## src/pmat_pkg.sv

```systemverilog
// Constants and types of the activity timer and access event block
package pmat_pkg;
  // ---------------------------------------------------------------
  // Widths and counts
  // ---------------------------------------------------------------
  localparam int NTMR = 16;
  localparam int NEV = 10;
  localparam int NCFG = 22;
  localparam int NPMI = 38;
  localparam int DZ_W = 19;
  localparam int SCL_W = 16;
  localparam int MOD_W = 4;
  localparam logic [7:0] ZERO8 = 8'h00;
  localparam logic [7:0] ONE8 = 8'h01;

  // ---------------------------------------------------------------
  // Timer indices; the last four are the second general bank
  // ---------------------------------------------------------------
  localparam int T_DISP = 0, T_DISK = 1, T_KBD = 2, T_IDE = 3;
  localparam int T_SERA = 4, T_SERB = 5, T_GNR1 = 6, T_GNR3 = 8;
  localparam int T_IDLE = 10, T_POLL = 11, T_GNR5 = 12;
  localparam int E_IDE = 3;
  localparam logic [7:0] TMR_OFS [NTMR] = '{8'h44, 8'h45, 8'h46,
    8'hb4, 8'hb5, 8'hb6, 8'h47, 8'hb7, 8'he7, 8'he8, 8'h4f, 8'h69,
    8'h47, 8'hb7, 8'he7, 8'he8};
  localparam int TMR_PMI [NTMR] = '{8, 9, 10, 19, 17, 18, 11, 16, 29,
    30, 4, 5, 11, 16, 29, 30};
  localparam int EV_PMI [NEV] = '{12, 13, 14, 23, 21, 22, 15, 20, 31,
    32};
  localparam int PMI_DOZE = 27;
  localparam int PMI_DMA = 37;

  // ---------------------------------------------------------------
  // Configuration registers, index into the config array
  // ---------------------------------------------------------------
  localparam int C_40 = 0, C_41 = 1, C_CS0 = 2, C_43 = 6, C_4E = 7;
  localparam int C_57 = 8, C_5B = 9, C_5F = 10, C_79 = 11, C_AC = 12;
  localparam int C_AE = 13, C_BE = 14, C_D6 = 15, C_DB = 16;
  localparam int C_DE = 17, C_E9 = 18, C_F5 = 19, C_RL0 = 20;
  localparam int C_RL1 = 21;
  localparam logic [7:0] CFG_OFS [NCFG] = '{8'h40, 8'h41, 8'h42,
    8'hb2, 8'h68, 8'he6, 8'h43, 8'h4e, 8'h57, 8'h5b, 8'h5f, 8'h79,
    8'hac, 8'hae, 8'hbe, 8'hd6, 8'hdb, 8'hde, 8'he9, 8'hf5, 8'hf6,
    8'hf7};
  localparam logic [7:0] CFG_RST [NCFG] = '{default: 8'h00};
  localparam logic [7:0] CFG_RMASK [NCFG] = '{11: 8'hf7,
    default: 8'hff};

  // ---------------------------------------------------------------
  // Field positions
  // ---------------------------------------------------------------
  localparam int B_DIV4 = 6, B_DZ_SEL = 5, B_DZ_MOD = 2, B_DZ_RL = 1;
  localparam int B_DZ_EXIT = 4, B_IDE_SEC = 2, B_BANK = 7;
  localparam int B_FDD_X = 5, B_HDD_X = 4, B_FDC_ALL = 7;
  localparam int B_VIO_X = 7, B_VMEM_X = 6, B_ISA_X = 7, B_PCI_IN = 6;
  localparam int B_LPT = 5, B_DMA_PMI = 0, B_DMA_SMI = 1, B_DRV = 4;

  // ---------------------------------------------------------------
  // Time bases: square-wave edges per tick, doze limits, stop phases
  // ---------------------------------------------------------------
  localparam int SQ1_BITS = 6, SQ2_BITS = 11, SQ3_BITS = 16;
  localparam logic [1:0] DIV4_LAST = 2'h3;
  localparam logic [DZ_W-1:0] DZ_LIM [8] = '{19'h00040, 19'h00080,
    19'h00100, 19'h00400, 19'h01000, 19'h04000, 19'h10000, 19'h40000};
  localparam logic [MOD_W-1:0] THI_75 = 4'hc, THI_50 = 4'h8;
  localparam logic [MOD_W-1:0] THI_25 = 4'h4, THI_12 = 4'h2;

  // ---------------------------------------------------------------
  // Fixed I/O and memory ranges
  // ---------------------------------------------------------------
  localparam logic [15:0] IO_FDC_DATA = 16'h03f5, IO_HD_LO = 16'h01f0;
  localparam logic [15:0] IO_HD_HI = 16'h01f7, IO_HD_CTL = 16'h03f6;
  localparam logic [15:0] IO_KBD_A = 16'h0060, IO_KBD_B = 16'h0064;
  localparam logic [15:0] IO_VID_LO = 16'h03b0, IO_VID_HI = 16'h03df;
  localparam logic [23:0] MEM_VID_LO = 24'h0a0000;
  localparam logic [23:0] MEM_VID_HI = 24'h0bffff;
  localparam logic [15:0] IO_SERA = 16'h03f8, IO_SERB = 16'h02f8;
  localparam logic [15:0] IO_LPT1 = 16'h0378, IO_LPT2 = 16'h0278;
  localparam logic [15:0] IO_LPT3 = 16'h03b8;
  localparam logic [15:0] IO_DRV_PRI = 16'h01f6, IO_DRV_SEC = 16'h0176;
  localparam logic [15:0] IO_FDC [8] = '{16'h03f2, 16'h03f4, 16'h03f5,
    16'h03f7, 16'h0372, 16'h0374, 16'h0375, 16'h0377};
  localparam logic [15:0] IO_DMA_LO [7] = '{16'h0000, 16'h0400,
    16'h00c0, 16'h04c0, 16'h04e0, 16'h0080, 16'h0480};
  localparam logic [15:0] IO_DMA_HI [7] = '{16'h000f, 16'h040f,
    16'h00df, 16'h04df, 16'h04ff, 16'h008f, 16'h048f};
  localparam logic [15:0] GRP8_MASK = 16'hfff8;

  // One CPU memory or I/O cycle as seen by the monitor
  typedef struct packed {
    logic valid;
    logic io;
    logic write;
    logic local_bus;
    logic [23:0] addr;
    logic [7:0] wdata;
  } pmat_cycle_t;
endpackage

```

## src/pmat_top.sv

```systemverilog
// Activity timers, doze timer and access event logic of the PMU
//
// Operation
// - Doze timer runs on its own selectable base and raises POWER_MGMT_INTERRUPT 27.
// - Doze-reload bit lets enabled non-general events reload doze timer.
// - Access events raise their own POWER_MGMT_INTERRUPT; enables forward it to SYSTEM_MGMT_INTERRUPT.
// - Access events may reload their own timer with the written count.
// - Each event has current-SYSTEM_MGMT_INTERRUPT, next-SYSTEM_MGMT_INTERRUPT and idle-reload enables.
// - Parallel port ranges only reload the idle timer and, with the doze-reload bit, the doze timer, when enabled.
// - Serial A range raises POWER_MGMT_INTERRUPT 21 with its three enables.
// - Serial B range raises POWER_MGMT_INTERRUPT 22 with its three enables.
// - Floppy data and hard disk ranges form disk event, POWER_MGMT_INTERRUPT 13.
// - Keyboard ports 060h and 064h form keyboard event, POWER_MGMT_INTERRUPT 14.
// - Video memory and video I/O form display event, POWER_MGMT_INTERRUPT 12, maskable.
// - Integrated IDE decode, primary or secondary, raises POWER_MGMT_INTERRUPT 23.
// - General ranges one and two raise POWER_MGMT_INTERRUPT 15 and 20.
// - General ranges three and four raise POWER_MGMT_INTERRUPT 31 and 32.
// - DMA controller port groups raise POWER_MGMT_INTERRUPT 37 under a two-bit field.
// - Four chip-select decodes may only reload the idle timer.
// - Floppy counts only when not excluded; a bit widens its ports.
// - Hard disk ranges count only when not excluded, ISA or PCI.
// - Integrated IDE event ignores the hard-disk exclude bit.
// - Latched drive-select bit per cable picks which timer reloads.
// - Zero count disables a timer; a count waits for next access, but the periodic timer starts at once.
// - Timer reads return the written value, periodic timer its count.
// - Timers tick from four square-wave rates, optional divide by four.
//
// The address-and-strobe port was decided locally.
`timescale 1ns/10ps
`default_nettype none
module pmat_top
  import pmat_pkg::*;
(
  // Clock and reset
  input wire logic clk,
  input wire logic rst_b,
  // Register port
  input wire logic [7:0] reg_addr,
  input wire logic [7:0] reg_wdata,
  input wire logic reg_wr,
  input wire logic reg_rd,
  output logic [7:0] reg_rdata_q,
  // Monitored CPU cycle and external decodes
  input wire pmat_cycle_t cycle,
  input wire logic ide_pri_hit,
  input wire logic ide_sec_hit,
  input wire logic [7:0] gnr_hit,
  input wire logic [3:0] general_chip_select_hit,
  // Time base and doze state
  input wire logic square_wave_input,
  input wire logic doze_active,
  // Interrupts and clock control
  output logic [NPMI-1:0] pmi_q,
  output logic smi_q,
  output logic doze_exit_q,
  output logic cpu_clock_stop_b_q
);
  // ---------------------------------------------------------------
  // Declarations
  // ---------------------------------------------------------------
  logic [7:0] cfg_q [NCFG];
  logic [7:0] preset_q [NTMR];
  logic [7:0] cnt_q [NTMR];
  logic [NTMR-1:0] run_q, to_q, twr, reload;
  logic [3:0] tick;
  logic sqw_q, sq_edge, base;
  logic [1:0] pre_q;
  logic [SCL_W-1:0] scl_q;
  logic [DZ_W-1:0] dz_cnt_q;
  logic dz_run_q, dz_to_q, dz_reload;
  logic [MOD_W-1:0] phase_q, thi;
  logic drv_pri_q, drv_sec_q;
  logic [NEV-1:0] ev, arm_q, cur_en, nxt_en, idl_en, rl_en;
  logic [15:0] ioa;
  logic io_cyc, fdd, hdd, vid, parallel_port, dma, ide_hit, ide_drv;
  logic [NPMI-1:0] pmi_d;
  logic smi_d, bank;

  function automatic logic inr(input logic [15:0] a,
                               input logic [15:0] lo,
                               input logic [15:0] hi);
    inr = (a >= lo) && (a <= hi);
  endfunction

  // ---------------------------------------------------------------
  // Configuration registers and read port
  // ---------------------------------------------------------------
  // Config writes land at their fixed offsets
  always_ff @(posedge clk) begin
    for (int c = 0; c < NCFG; c++) begin
      if (!rst_b) begin
        cfg_q[c] <= CFG_RST[c];
      end else if (reg_wr && reg_addr == CFG_OFS[c]) begin
        cfg_q[c] <= reg_wdata;
      end
    end
  end

  assign bank = cfg_q[C_AE][B_BANK];

  // Timer writes; shared offsets follow the bank select bit
  always_comb begin
    for (int t = 0; t < NTMR; t++) begin
      twr[t] = reg_wr && reg_addr == TMR_OFS[t] &&
               (t < T_GNR1 || t == T_IDLE || t == T_POLL ||
                ((t >= T_GNR5) == bank));
    end
  end

  // Read data stand one cycle after the strobe; unmapped reads zero
  always_ff @(posedge clk) begin
    if (!rst_b) begin
      reg_rdata_q <= ZERO8;
    end else begin
      reg_rdata_q <= ZERO8;
      if (reg_rd) begin
        for (int c = 0; c < NCFG; c++) begin
          if (reg_addr == CFG_OFS[c]) begin
            reg_rdata_q <= cfg_q[c] & CFG_RMASK[c];
          end
        end
        for (int t = 0; t < NTMR; t++) begin
          if (reg_addr == TMR_OFS[t] &&
              (t < T_GNR1 || t == T_IDLE || t == T_POLL ||
               ((t >= T_GNR5) == bank))) begin
            reg_rdata_q <= (t == T_POLL) ? cnt_q[t] : preset_q[t];
          end
        end
      end
    end
  end

  // ---------------------------------------------------------------
  // Square-wave time base
  // ---------------------------------------------------------------
  // The input is already synchronous, so one flop finds the edge
  always_ff @(posedge clk) begin
    if (!rst_b) begin
      sqw_q <= 1'b0;
      pre_q <= 2'h0;
      scl_q <= '0;
    end else begin
      sqw_q <= square_wave_input;
      if (sq_edge) begin
        pre_q <= pre_q + 2'h1;
      end
      if (base) begin
        scl_q <= scl_q + 1'b1;
      end
    end
  end

  assign sq_edge = square_wave_input && !sqw_q;
  assign base = sq_edge && (!cfg_q[C_40][B_DIV4] || pre_q == DIV4_LAST);
  // Four rates: full, /64, /2048, /65536 of the base
  assign tick[0] = base;
  assign tick[1] = base && (&scl_q[SQ1_BITS-1:0]);
  assign tick[2] = base && (&scl_q[SQ2_BITS-1:0]);
  assign tick[3] = base && (&scl_q[SQ3_BITS-1:0]);

  // ---------------------------------------------------------------
  // Access event decode
  // ---------------------------------------------------------------
  assign ioa = cycle.addr[15:0];
  assign io_cyc = cycle.valid && cycle.io;

  always_comb begin
    fdd = 1'b0;
    for (int k = 0; k < 8; k++) begin
      if (cfg_q[C_D6][B_FDC_ALL] && ioa == IO_FDC[k]) begin
        fdd = 1'b1;
      end
    end
    fdd = io_cyc && !cfg_q[C_57][B_FDD_X] &&
          (fdd || ioa == IO_FDC_DATA);
    dma = 1'b0;
    for (int k = 0; k < 7; k++) begin
      if (inr(ioa, IO_DMA_LO[k], IO_DMA_HI[k])) begin
        dma = io_cyc;
      end
    end
  end

  // ISA and PCI disk cycles both count
  assign hdd = io_cyc && !cfg_q[C_57][B_HDD_X] &&
               (inr(ioa, IO_HD_LO, IO_HD_HI) || ioa == IO_HD_CTL);
  // Video ranges each maskable; bus of origin gated as well
  assign vid = cycle.valid &&
    ((cycle.io && !cfg_q[C_43][B_VIO_X] &&
      inr(ioa, IO_VID_LO, IO_VID_HI)) ||
     (!cycle.io && !cfg_q[C_43][B_VMEM_X] &&
      cycle.addr >= MEM_VID_LO && cycle.addr <= MEM_VID_HI)) &&
    (cycle.local_bus ? cfg_q[C_5F][B_PCI_IN] : !cfg_q[C_5F][B_ISA_X]);
  assign parallel_port = io_cyc && ((ioa & GRP8_MASK) == IO_LPT1 ||
    (ioa & GRP8_MASK) == IO_LPT2 || (ioa & GRP8_MASK) == IO_LPT3);
  // Integrated decode only; disk exclude bits play no part here
  assign ide_hit = cycle.valid &&
    (cfg_q[C_AC][B_IDE_SEC] ? ide_sec_hit : ide_pri_hit);
  assign ide_drv = cfg_q[C_AC][B_IDE_SEC] ? drv_sec_q : drv_pri_q;

  // Event vector in timer order
  assign ev[T_DISP] = vid;
  assign ev[T_DISK] = fdd || hdd;
  assign ev[T_KBD] = io_cyc && (ioa == IO_KBD_A || ioa == IO_KBD_B);
  assign ev[E_IDE] = ide_hit;
  assign ev[T_SERA] = io_cyc && (ioa & GRP8_MASK) == IO_SERA;
  assign ev[T_SERB] = io_cyc && (ioa & GRP8_MASK) == IO_SERB;
  assign ev[NEV-1:T_GNR1] = cycle.valid ? gnr_hit[3:0] : 4'h0;

  // Enable vectors gathered from the event registers
  assign cur_en = {cfg_q[C_E9][3], cfg_q[C_E9][1], cfg_q[C_DE][4],
    cfg_q[C_DE][3], cfg_q[C_DE][6], cfg_q[C_DE][5], cfg_q[C_DE][7],
    cfg_q[C_DE][2], cfg_q[C_DE][1], cfg_q[C_DE][0]};
  assign nxt_en = {cfg_q[C_E9][2], cfg_q[C_E9][0], cfg_q[C_DB][0],
    cfg_q[C_5B][3], cfg_q[C_DB][2], cfg_q[C_DB][1], cfg_q[C_DB][3],
    cfg_q[C_5B][2], cfg_q[C_5B][1], cfg_q[C_5B][0]};
  assign idl_en = {cfg_q[C_BE][1], cfg_q[C_4E][4], cfg_q[C_BE][3],
    cfg_q[C_4E][3], cfg_q[C_BE][5], cfg_q[C_BE][4], cfg_q[C_BE][2],
    cfg_q[C_4E][2], cfg_q[C_4E][1], cfg_q[C_4E][0]};
  assign rl_en = {cfg_q[C_RL1][1:0], cfg_q[C_RL0]};

  // Latch drive-select bit on writes to each cable's drive/head port
  always_ff @(posedge clk) begin
    if (!rst_b) begin
      drv_pri_q <= 1'b0;
      drv_sec_q <= 1'b0;
    end else if (io_cyc && cycle.write) begin
      if (ioa == IO_DRV_PRI) begin
        drv_pri_q <= cycle.wdata[B_DRV];
      end
      if (ioa == IO_DRV_SEC) begin
        drv_sec_q <= cycle.wdata[B_DRV];
      end
    end
  end

  // ---------------------------------------------------------------
  // Timer reload routing
  // ---------------------------------------------------------------
  always_comb begin
    reload = '0;
    for (int e = 0; e < NEV; e++) begin
      if (e != E_IDE) begin
        reload[e] = ev[e] && rl_en[e];
      end
    end
    // Second drive on the cable steers to another timer
    reload[T_IDE] = ev[E_IDE] && rl_en[E_IDE] && !ide_drv;
    reload[T_GNR3] = reload[T_GNR3] ||
                     (ev[E_IDE] && rl_en[E_IDE] && ide_drv);
    reload[T_IDLE] = |(ev & idl_en) ||
      (parallel_port && cfg_q[C_4E][B_LPT]) ||
      (cycle.valid && |(general_chip_select_hit & {cfg_q[C_BE][7:6],
                                    cfg_q[C_4E][7:6]}));
    for (int g = 0; g < 4; g++) begin
      reload[T_GNR5 + g] = cycle.valid && gnr_hit[4 + g];
    end
  end

  // ---------------------------------------------------------------
  // Countdown timers
  // ---------------------------------------------------------------
  for (genvar i = 0; i < NTMR; i++) begin : g_tmr
    logic [1:0] sel;
    assign sel = cfg_q[C_CS0 + i / 4][(i % 4) * 2 +: 2];
    always_ff @(posedge clk) begin
      if (!rst_b) begin
        preset_q[i] <= ZERO8;
        cnt_q[i] <= ZERO8;
        run_q[i] <= 1'b0;
        to_q[i] <= 1'b0;
      end else begin
        to_q[i] <= 1'b0;
        if (twr[i]) begin
          // A write presets only; the periodic timer starts at once
          preset_q[i] <= reg_wdata;
          cnt_q[i] <= reg_wdata;
          run_q[i] <= (i == T_POLL) && reg_wdata != ZERO8;
        end else if (reload[i] && preset_q[i] != ZERO8) begin
          cnt_q[i] <= preset_q[i];
          run_q[i] <= 1'b1;
        end else if (run_q[i] && tick[sel]) begin
          if (cnt_q[i] == ONE8) begin
            to_q[i] <= 1'b1;
            cnt_q[i] <= (i == T_POLL) ? preset_q[i] : ZERO8;
            run_q[i] <= (i == T_POLL);
          end else begin
            cnt_q[i] <= cnt_q[i] - ONE8;
          end
        end
      end
    end
  end

  // ---------------------------------------------------------------
  // Doze timer and clock-stop modulation
  // ---------------------------------------------------------------
  // General-range and chip-select events never reload doze
  assign dz_reload = cfg_q[C_41][B_DZ_RL] &&
    (|(ev[T_SERB:0] & rl_en[T_SERB:0]) ||
     (parallel_port && cfg_q[C_4E][B_LPT]));

  // Counts raw square-wave edges, not the shared rate taps
  always_ff @(posedge clk) begin
    if (!rst_b) begin
      dz_cnt_q <= '0;
      dz_run_q <= 1'b0;
      dz_to_q <= 1'b0;
    end else begin
      dz_to_q <= 1'b0;
      if (dz_reload) begin
        dz_cnt_q <= '0;
        dz_run_q <= 1'b1;
      end else if (dz_run_q && sq_edge) begin
        if (dz_cnt_q + 1'b1 ==
            DZ_LIM[cfg_q[C_41][B_DZ_SEL +: 3]]) begin
          dz_to_q <= 1'b1;
          dz_run_q <= 1'b0;
          dz_cnt_q <= '0;
        end else begin
          dz_cnt_q <= dz_cnt_q + 1'b1;
        end
      end
    end
  end

  // High time within a 16-clock period; wider codes use the shortest
  always_comb begin
    case (cfg_q[C_41][B_DZ_MOD +: 3])
      3'h1: thi = THI_75;
      3'h2: thi = THI_50;
      3'h3: thi = THI_25;
      default: thi = THI_12;
    endcase
  end

  always_ff @(posedge clk) begin
    if (!rst_b) begin
      phase_q <= '0;
      cpu_clock_stop_b_q <= 1'b1;
    end else begin
      phase_q <= phase_q + 1'b1;
      cpu_clock_stop_b_q <= !(doze_active &&
        cfg_q[C_41][B_DZ_MOD +: 3] != 3'h0 && phase_q >= thi);
    end
  end

  // ---------------------------------------------------------------
  // POWER_MGMT_INTERRUPT, SYSTEM_MGMT_INTERRUPT and doze exit
  // ---------------------------------------------------------------
  always_comb begin
    pmi_d = '0;
    for (int t = 0; t < NTMR; t++) begin
      pmi_d[TMR_PMI[t]] = pmi_d[TMR_PMI[t]] || to_q[t];
    end
    for (int e = 0; e < NEV; e++) begin
      pmi_d[EV_PMI[e]] = ev[e];
    end
    pmi_d[PMI_DOZE] = dz_to_q;
    pmi_d[PMI_DMA] = dma && cfg_q[C_F5][B_DMA_PMI];
  end

  // Current access fires now; next access arms and fires later
  assign smi_d = |(ev & cur_en) || |(ev & arm_q) ||
                 (dma && cfg_q[C_F5][B_DMA_SMI]);

  always_ff @(posedge clk) begin
    if (!rst_b) begin
      arm_q <= '0;
      pmi_q <= '0;
      smi_q <= 1'b0;
      doze_exit_q <= 1'b0;
    end else begin
      arm_q <= (arm_q & ~ev) | (ev & nxt_en);
      pmi_q <= pmi_d;
      smi_q <= smi_d;
      // Reload-only events wake from doze without any SYSTEM_MGMT_INTERRUPT
      doze_exit_q <= cfg_q[C_79][B_DZ_EXIT] && doze_active &&
        |(ev & rl_en & ~cur_en & ~nxt_en);
    end
  end
endmodule // pmat_top
`default_nettype wire
```

## config.mk

```make
export PLATFORM = sky130hd
export DESIGN_NAME = pmat_top
export DESIGN_NICKNAME = d
export VERILOG_FILES = /design/src/pmat_pkg.sv /design/src/pmat_top.sv
export SDC_FILE = /design/constraint.sdc
export NUM_CORES = 1
export LEC_CHECK = 0
export ABC_AREA = 1
export BUFFER_PORTS_ARGS = -buffer_cell sky130_fd_sc_hd__clkbuf_2
export CAP_MARGIN = 15
export CORE_ASPECT_RATIO = 0.7
export CORE_MARGIN = 2
export CORE_UTILIZATION = 47
export DETAILED_ROUTE_END_ITERATION = 10
export MAX_ROUTING_LAYER = met4
export SYNTH_ARGS = -nofsm -noshare
export SYNTH_HDL_FRONTEND = slang
export SYNTH_SLANG_ARGS = --single-unit
```

## constraint.sdc

```tcl
create_clock -name clk -period 4.34 [get_ports clk]
set_input_delay 0.651 -clock clk [delete_from_list [all_inputs] [get_ports clk]]
set_output_delay 0.651 -clock clk [all_outputs]
set_load 0.05 [all_outputs]
```

==> out/results.ini, run 1 <==
[run_status]
status=finished clean

[hold_path]
hold_path.startpoint=square_wave_input
whs_endpoint=sqw_q$_SDFF_PN0_
hold_class=in -> reg
hold_depth=3

[routing]
drt_iter0_markers=3047
top_layer=met4
wirelength_um=92100
met3_length_um=9620
wl_met2_um=38000
detail_route.wl_per_cell_um=21.2
ant_nets=0
firstDrtPassIters=6
dr_total_vias=24800
vias_per_cell=5.73
drc_errors=0
wl_met1_um=42000

[worst_setup_path]
crit_chain=ha_1 -> inv_1 -> nor3_1 -> and3_1 -> nand2_2 -> nor2_2 -> nand4_2 -> nor2_4 -> and3_1 -> nand2_1 -> inv_1 -> nand2_1 -> nor2_2 -> inv_1 -> o21ai_0 -> nand2_1 -> a31oi_1 -> inv_1 -> nor2_1 -> nand2_1 -> inv_1 -> o21ai_0 -> o221ai_1
path_buf_inv=5
startpoint_type=register
path_max_fanout=6
cp_top_family=simple AND/OR/NAND/NOR gates
cp.arrival_ps=4290
cpPeakStageDelay_ps=360
r2r_end=cnt_q[0][10]$_DFFE_PP_
cp.depth=23
crit_slowest_cell=dfxtp_1
r2r_setup_slack_ps=450
r2r_start=scl_q[1]$_SDFFE_PN0P_
end_kind=register
crit_path_frequent_cell=inv_1
ff2ff_path_depth=23
required_ps=4740
path_class=reg -> reg

[clocking]
cts_tree=yes
htree_num_levels=2
cts_hold_buf=0
root_buffer=clkbuf_16
path_clk_slew_ps=60
cts_resized=0
clock_sink_count=554
clockBufferDepth=3
numCtsBuffers=55
clk_latency_ps=640
post_cts_buffers=0

[floorplanning]
initial_utilization_pct=47.7
row_count=75
die_width_um=299
die_h_um=211
ioPinCount=121
core_area_sq_um=60100
dieArea_sq_um=63000

[power]
power_frac_comb_pct=7.9
swShare_pct=25.4
power.internal_mw=8.95
p_seq_share_pct=51.0
p_sw_mw=3.04
peakVddDrop_v=0.000295
power_mw=12.0
power_density_nw_per_um2=368
pwr-share-clk_pct=41.2
p_leak_nw=13.2

[layout]
area_growth_pct=13.9
final_util_pct=54.3
layout-drive-gt1-share_pct=10.6
num-nets-final=3588

[global_routing]
antenna_found_initial=0
grt_pass1_vias=23100
grt_start_max_net_pins=100
grt_overflow_total=0
grt_pass1_wl_um=138000
track_usage_pct=29.7

[timing]
rsz0062_at_grt=false
setup_violations=0
holdWs_ps=250
worst_pin_slew_ps=1130
period_needed_ps=3890
clock.fmax_mhz=257
finalMaxSlewViolations=0
fin_crit_sh_pct=89.6
worst_slack_ps=452
maxSlewHeadroom_pct=24.0
finalSetupTns_ps=0
finClkSkew_ps=38.7
hold_viol=0

[flow_run]
cap_violations=0

[synthesis]
syn_area_per_cell_sq_um=8.70
syn_inst=3291
yosysWarnings=0
synth_cell_types=63
synth_edf_count=431
synthTopCellsByArea=edfxtp_1, nor2_1, dfxtp_1, nand2_1, inv_1
synth-main-ff-cell=edfxtp_1
synth-seq-cells=554
netlist.area_leader.share_pct=45.2
synth.cell_area_sq_um=28600
yosys.area.top_type=edfxtp_1
yosysSeqAreaShare_pct=53.8
async_flop_share_pct=0

[placement]
port_buffers=98
dp.final_hpwl_um=66700
place_ws_ps=149
gp_congestion=1.02

worst register-to-register path: stages (launching register included):
cell and delay [ps]:
dfxtp_1 360, ha_1 210, inv_1 50, nor3_1 210, and3_1 230, nand2_2 100, nor2_2 140, nand4_2 160
nor2_4 120, and3_1 180, nand2_1 60, inv_1 60, nand2_1 80, nor2_2 140, inv_1 140, o21ai_0 190
nand2_1 70, a31oi_1 320, inv_1 180, nor2_1 140, nand2_1 80, inv_1 140, o21ai_0 160, o221ai_1 160
worst max-delay path by stage:
stage | slack (ps) | endpoint | start
after floorplan | 870 | cnt_q[1][23]$_DFFE_PP_ | reg_addr[7]
after global placement | 190 | reg_rdata_q[3]$_SDFF_PN0_ | reg_addr[7]
after detailed placement | 150 | reg_rdata_q[7]$_SDFF_PN0_ | reg_addr[7]
after CTS | 620 | cnt_q[0][10]$_DFFE_PP_ | scl_q[1]$_SDFFE_PN0P_
after global routing | 130 | cnt_q[0][10]$_DFFE_PP_ | scl_q[0]$_SDFFE_PN0P_
final | 450 | cnt_q[0][10]$_DFFE_PP_ | scl_q[1]$_SDFFE_PN0P_
Yosys cell counts, drive strengths merged (3+ instances only):
master and instances:
o31ai 3, or2 16, and2 3, o22ai 3
nand3 154, xor2 69, o21ai 90, xnor2 41
dfxtp 123, a31oi 6, nor3 76, buf 25
nor4 48, nor4b 3, o311ai 5, edfxtp 431
ha 39, nand4 96, nor2 702, a211oi 11
nand2 554, o221ai 58, inv 429, a221oi 4
and3 4, or3 7, nor3b 3, o2111ai 8
a221o 31, a22oi 6, clkinv 8, nand3b 11
clkbuf 77, o211ai 27, a21oi 103
layer usage:
layer  up-vias  track usage [%]
li1      11500                -
met1     11800             44.3
met2      1305             41.7
met3       162             4.84
met4         0             8.09
met5         -                -
sequential cells by signal (all words and copies together), names as in the netlist, 2 cells and up, named ones only:
register     flops
cfg_q          175
cnt_q          128
preset_q       128
pmi_q           24
dz_cnt_q        19
run_q           16
scl_q           16
pmi_d            8
reg_rdata_q      8
to_q             8
phase_q          4
pre_q            2
final cells by class:
class,count,area [sq um]
Inverter,437,1640
Multi-Input combinational cell,2211,11200
Antenna cell,1,2.50
Fill cell,5490,27400
Tap cell,808,1010
Timing Repair Buffer,218,1490
Clock buffer,74,1620
Clock inverter,30,228
Sequential cell,554,15400
kinds of logic after synthesis:
kind of cell,count (synthesis),share of synthesized area [%]
and+or+nand+nor,1678,25.2
DFF,554,53.8
buffers and inverters,539,7.26
AOI/OAI and AO/OA,369,8.63
xor gates and xnor gates,110,3.36
adders and majority gates,39,1.70
other,1,0.0131
muxes,1,0.0349
placed cells by master (no fill, tap or decap), types with 6 or more instances in the layout:
master,Yosys,routed
nor2_2,10,11
clkbuf_2,0,100
clkbuf_8,0,7
a31oi_1,6,6
clkbuf_16,0,60
nor3_1,72,72
inv_1,423,417
xor2_1,69,69
buf_12,0,9
o211ai_1,27,27
buf_4,15,105
or3_1,7,7
a22oi_1,6,6
ha_1,39,39
dfxtp_1,123,123
nand4_1,95,95
inv_2,6,12
xnor2_1,41,41
a211oi_1,11,11
conb_1,1,14
a221o_1,31,31
a21oi_1,102,102
clkinv_2,0,23
o221ai_1,58,58
nand2_1,552,552
nor4_1,46,46
clkbuf_1,77,7
edfxtp_1,431,431
clkinv_1,8,6
nor2_1,687,686
or2_2,15,15
o2111ai_1,7,7
nand3b_1,11,11
nand3_1,153,153
o21ai_0,88,88
power by group through the flow:
stage | combinational [mW] | sequential (mW) | clock [mW]
after global routing | 1.02 | 6.13 | 5.19
after global placement | 0.899 | 6.21 | 0
after floorplan | 0.567 | 6.16 | 0
final | 0.942 | 6.11 | 4.94
after detailed placement | 0.919 | 6.22 | 0
after CTS | 0.925 | 6.11 | 4.97
stage by stage:
stage	area, sq um	instances
2_1_floorplan	28700	3304
3_3_place_gp	30700	4221
3_5_place_dp	30700	4221
4_1_cts	32600	4325
5_1_grt	32600	4332
6_report	32600	4333
(Power assumes the default switching activity.)
==> run 2: changes to the inputs <==
--- a/config.mk
+++ b/config.mk
@@ -13,6 +13,7 @@
 export CORE_UTILIZATION = 47
 export DETAILED_ROUTE_END_ITERATION = 10
 export MAX_ROUTING_LAYER = met4
+export PLACE_DENSITY = 0.66
 export SYNTH_ARGS = -nofsm -noshare
 export SYNTH_HDL_FRONTEND = slang
 export SYNTH_SLANG_ARGS = --single-unit
==> constraint.sdc (replaced) <==
create_clock -name clk -period 3.54 [get_ports clk]
set_input_delay 0.531 -clock clk [delete_from_list [all_inputs] [get_ports clk]]
set_output_delay 0.531 -clock clk [all_outputs]
set_load 0.05 [all_outputs]
==> run 2 against run 1 <==
Critical path depth is 1 lower. Via count up 0.57%. Combinational power up 32%. Non-clock buffer count grew 133. Total power increased by 25%. Count of clock-buffer cells in the layout grew 3. First-iteration DRC count is 15% higher. Wire length down 0.92%. Setup slack worse by 450 ps. Sequential cell count did not move. Maximum frequency increased by 9.9%.
==> out/results.ini, run 2 (synthesis gave the netlist of run 1 again) <==
[run_status]
status=finished clean

[global_routing]
grt_overflow_total=0  ; unchanged
track_usage_pct=29.2  ; -0.44 points
antenna_found_initial=2  ; +2
grt_pass1_vias=22600  ; -2.2%
grt_pass1_wl_um=136000  ; -1.5%
grt_start_max_net_pins=101  ; +1.0%

[placement]
gp_congestion=0.967  ; -5.4%
dp.final_hpwl_um=66900  ; +0.24%
port_buffers=98  ; unchanged
place_ws_ps=-384  ; -533 ps
placed_cell_area_sq_um=31700  ; +3.2%
dp.cells=4346  ; +3.0%

[power]
power.internal_mw=11.2  ; +25%
power_density_nw_per_um2=441  ; +20%
pwr-share-clk_pct=41.3  ; about the same
p_leak_nw=13.9  ; +5.2%
swShare_pct=25.0  ; -0.35 points
p_seq_share_pct=50.3  ; -0.7 points
power_frac_comb_pct=8.3  ; +0.4 points
power_mw=14.9  ; +25%
p_sw_mw=3.74  ; +23%
peakVddDrop_v=0.000312  ; +5.5%

[timing]
clock.fmax_mhz=283  ; +9.9%
finalSetupTns_ps=0  ; unchanged
finalMaxSlewViolations=0  ; unchanged
rsz0062_at_grt=true
hold_viol=0  ; unchanged
worst_pin_slew_ps=1220  ; +95.3 ps
worst_slack_ps=3.45  ; -449 ps
holdWs_ps=132  ; -119 ps
fin_crit_sh_pct=99.9  ; +10 points
setup_violations=0  ; unchanged
period_needed_ps=3540  ; -351 ps
finClkSkew_ps=31.8  ; -6.96 ps
maxSlewHeadroom_pct=17.5  ; -6.4 points

[floorplanning]
core_area_sq_um=60100  ; unchanged
die_width_um=299  ; unchanged
initial_utilization_pct=47.7  ; unchanged
die_h_um=211  ; unchanged
row_count=75  ; unchanged
ioPinCount=121  ; unchanged
dieArea_sq_um=63000  ; unchanged

[routing]
drc_errors=0  ; unchanged
vias_per_cell=5.59  ; -2.4%
detail_route.wl_per_cell_um=20.4  ; -3.8%
firstDrtPassIters=6  ; unchanged
drt_iter0_markers=3497  ; +15%
ant_nets=0  ; unchanged
wirelength_um=91200  ; -0.92%
dr_total_vias=25000  ; +0.57%

[clocking]
clock_sink_count=554  ; unchanged
root_buffer=clkbuf_16
cts_hold_buf=0  ; unchanged
path_clk_slew_ps=70  ; about the same
cts_tree=yes
clk_latency_ps=630  ; about the same
clockBufferDepth=3  ; unchanged
htree_num_levels=2  ; unchanged
numCtsBuffers=54  ; -1.8%

[worst_setup_path]
end_kind=register
crit_start=cfg_q[1][6]$_SDFFCE_PN0P_
cp.arrival_ps=4070  ; -220 ps
path_max_fanout=2  ; -4
crit_path_frequent_cell=nand4_1
path_class=reg -> reg
r2r_start=cfg_q[1][6]$_SDFFCE_PN0P_
path_buf_inv=2  ; -3
crit_chain=clkinvlp_4 -> o211ai_1 -> nor2_1 -> nand4_1 -> nand2_1 -> nand4_1 -> nand2_1 -> nand4_1 -> nor2_2 -> nand4_1 -> nor2_1 -> nand3_1 -> nand2_1 -> nand3_2 -> nand2_2 -> nand4_1 -> nor2_1 -> nand4_1 -> nor2_1 -> nand3_1 -> nand2_1 -> inv_1
required_ps=4070  ; -670 ps
cpPeakStageDelay_ps=520  ; +160 ps
crit_slowest_cell=edfxtp_1
startpoint_type=register
cp_top_family=simple AND/OR/NAND/NOR gates

[flow_run]
cap_violations=0  ; unchanged

[layout]
most-common-layout-cells=nor2_1, nand2_1, edfxtp_1, inv_1, buf_4
top_regs=cfg_q: 175 flops, cnt_q: 128 flops, preset_q: 128 flops
layout-drive-gt1-share_pct=14.5  ; +3.9 points
largest_reg_flops=175  ; unchanged
postLayoutCellArea_sq_um=33800  ; +3.8%
final_util_pct=56.4  ; +2.0 points
area_growth_pct=18.2
num-nets-final=3720  ; +3.7%
finalNonFillerCells=4464  ; +3.0%
layout_commonest_cell=nor2_1
largest_register=cfg_q

[hold_path]
hold_path.startpoint=square_wave_input
hold_class=in -> reg

==> run 2: cell types whose count changed in the layout (fill, tap and decap cells not counted), sizes merged <==
cell,delta
clkinv,-12
bufinv,+2
inv,+1
clkinvlp,+3
buf,+135
clkbuf,+1
diode,+1
==> run 2: final cells by class <==
cell class              count  area, sq um
clock buffers              77         1640
multi-input cells        2211        11300
inverters                 437         1640
well taps                 808         1010
repair buffers            351         2560
clock inverters            24          251
fillers                  5423        26200
flip-flops and latches    554        15400
diodes                      2         5.00
==> run 2: path summary, 6_finish.rpt <==
path	end	slack, ps	cells after the start
worst min register to register	pmi_q[8]$_SDFF_PN0_	410	2
worst max register to register	reg_rdata_q[6]$_SDFF_PN0_	3	22
worst min-delay path	sqw_q$_SDFF_PN0_	130	3
worst max-delay path	reg_rdata_q[6]$_SDFF_PN0_	3	22
==> run 2: repair_timing <==
item                       4_1_cts  5_1_grt
setup endpoints to repair        0      161
hold endpoints to repair         0        0
buffers inserted                 0        8
gates resized for setup          0       42
==> run 2: routing by layer <==
| layer | wire [um] | GRT usage, % | vias to the layer above | share of wire (%) |
|---|---|---|---|---|
| met5 | 0 | - | - | 0 |
| met4 | 2090 | 7.26 | 0 | 2.3 |
| met3 | 11600 | 7.09 | 132 | 13 |
| met2 | 36100 | 38.7 | 1324 | 40 |
| met1 | 41400 | 44.3 | 11700 | 45 |
| li1 | - | - | 11800 | - |
==> run 2: power by group through the flow <==
stage | sequential (mW) | combinational, mW | clock [mW]
4_1_cts | 7.50 | 1.20 | 6.23
2_1_floorplan | 7.55 | 0.695 | 0
5_1_grt | 7.53 | 1.35 | 6.46
3_3_place_gp | 7.64 | 1.18 | 0
6_report | 7.52 | 1.24 | 6.17
3_5_place_dp | 7.64 | 1.19 | 0
==> run 2: tightest hold or removal path: stages <==
cell and delay (ps):
clkbuf_2 100, nand2_1 50, inv_1 40
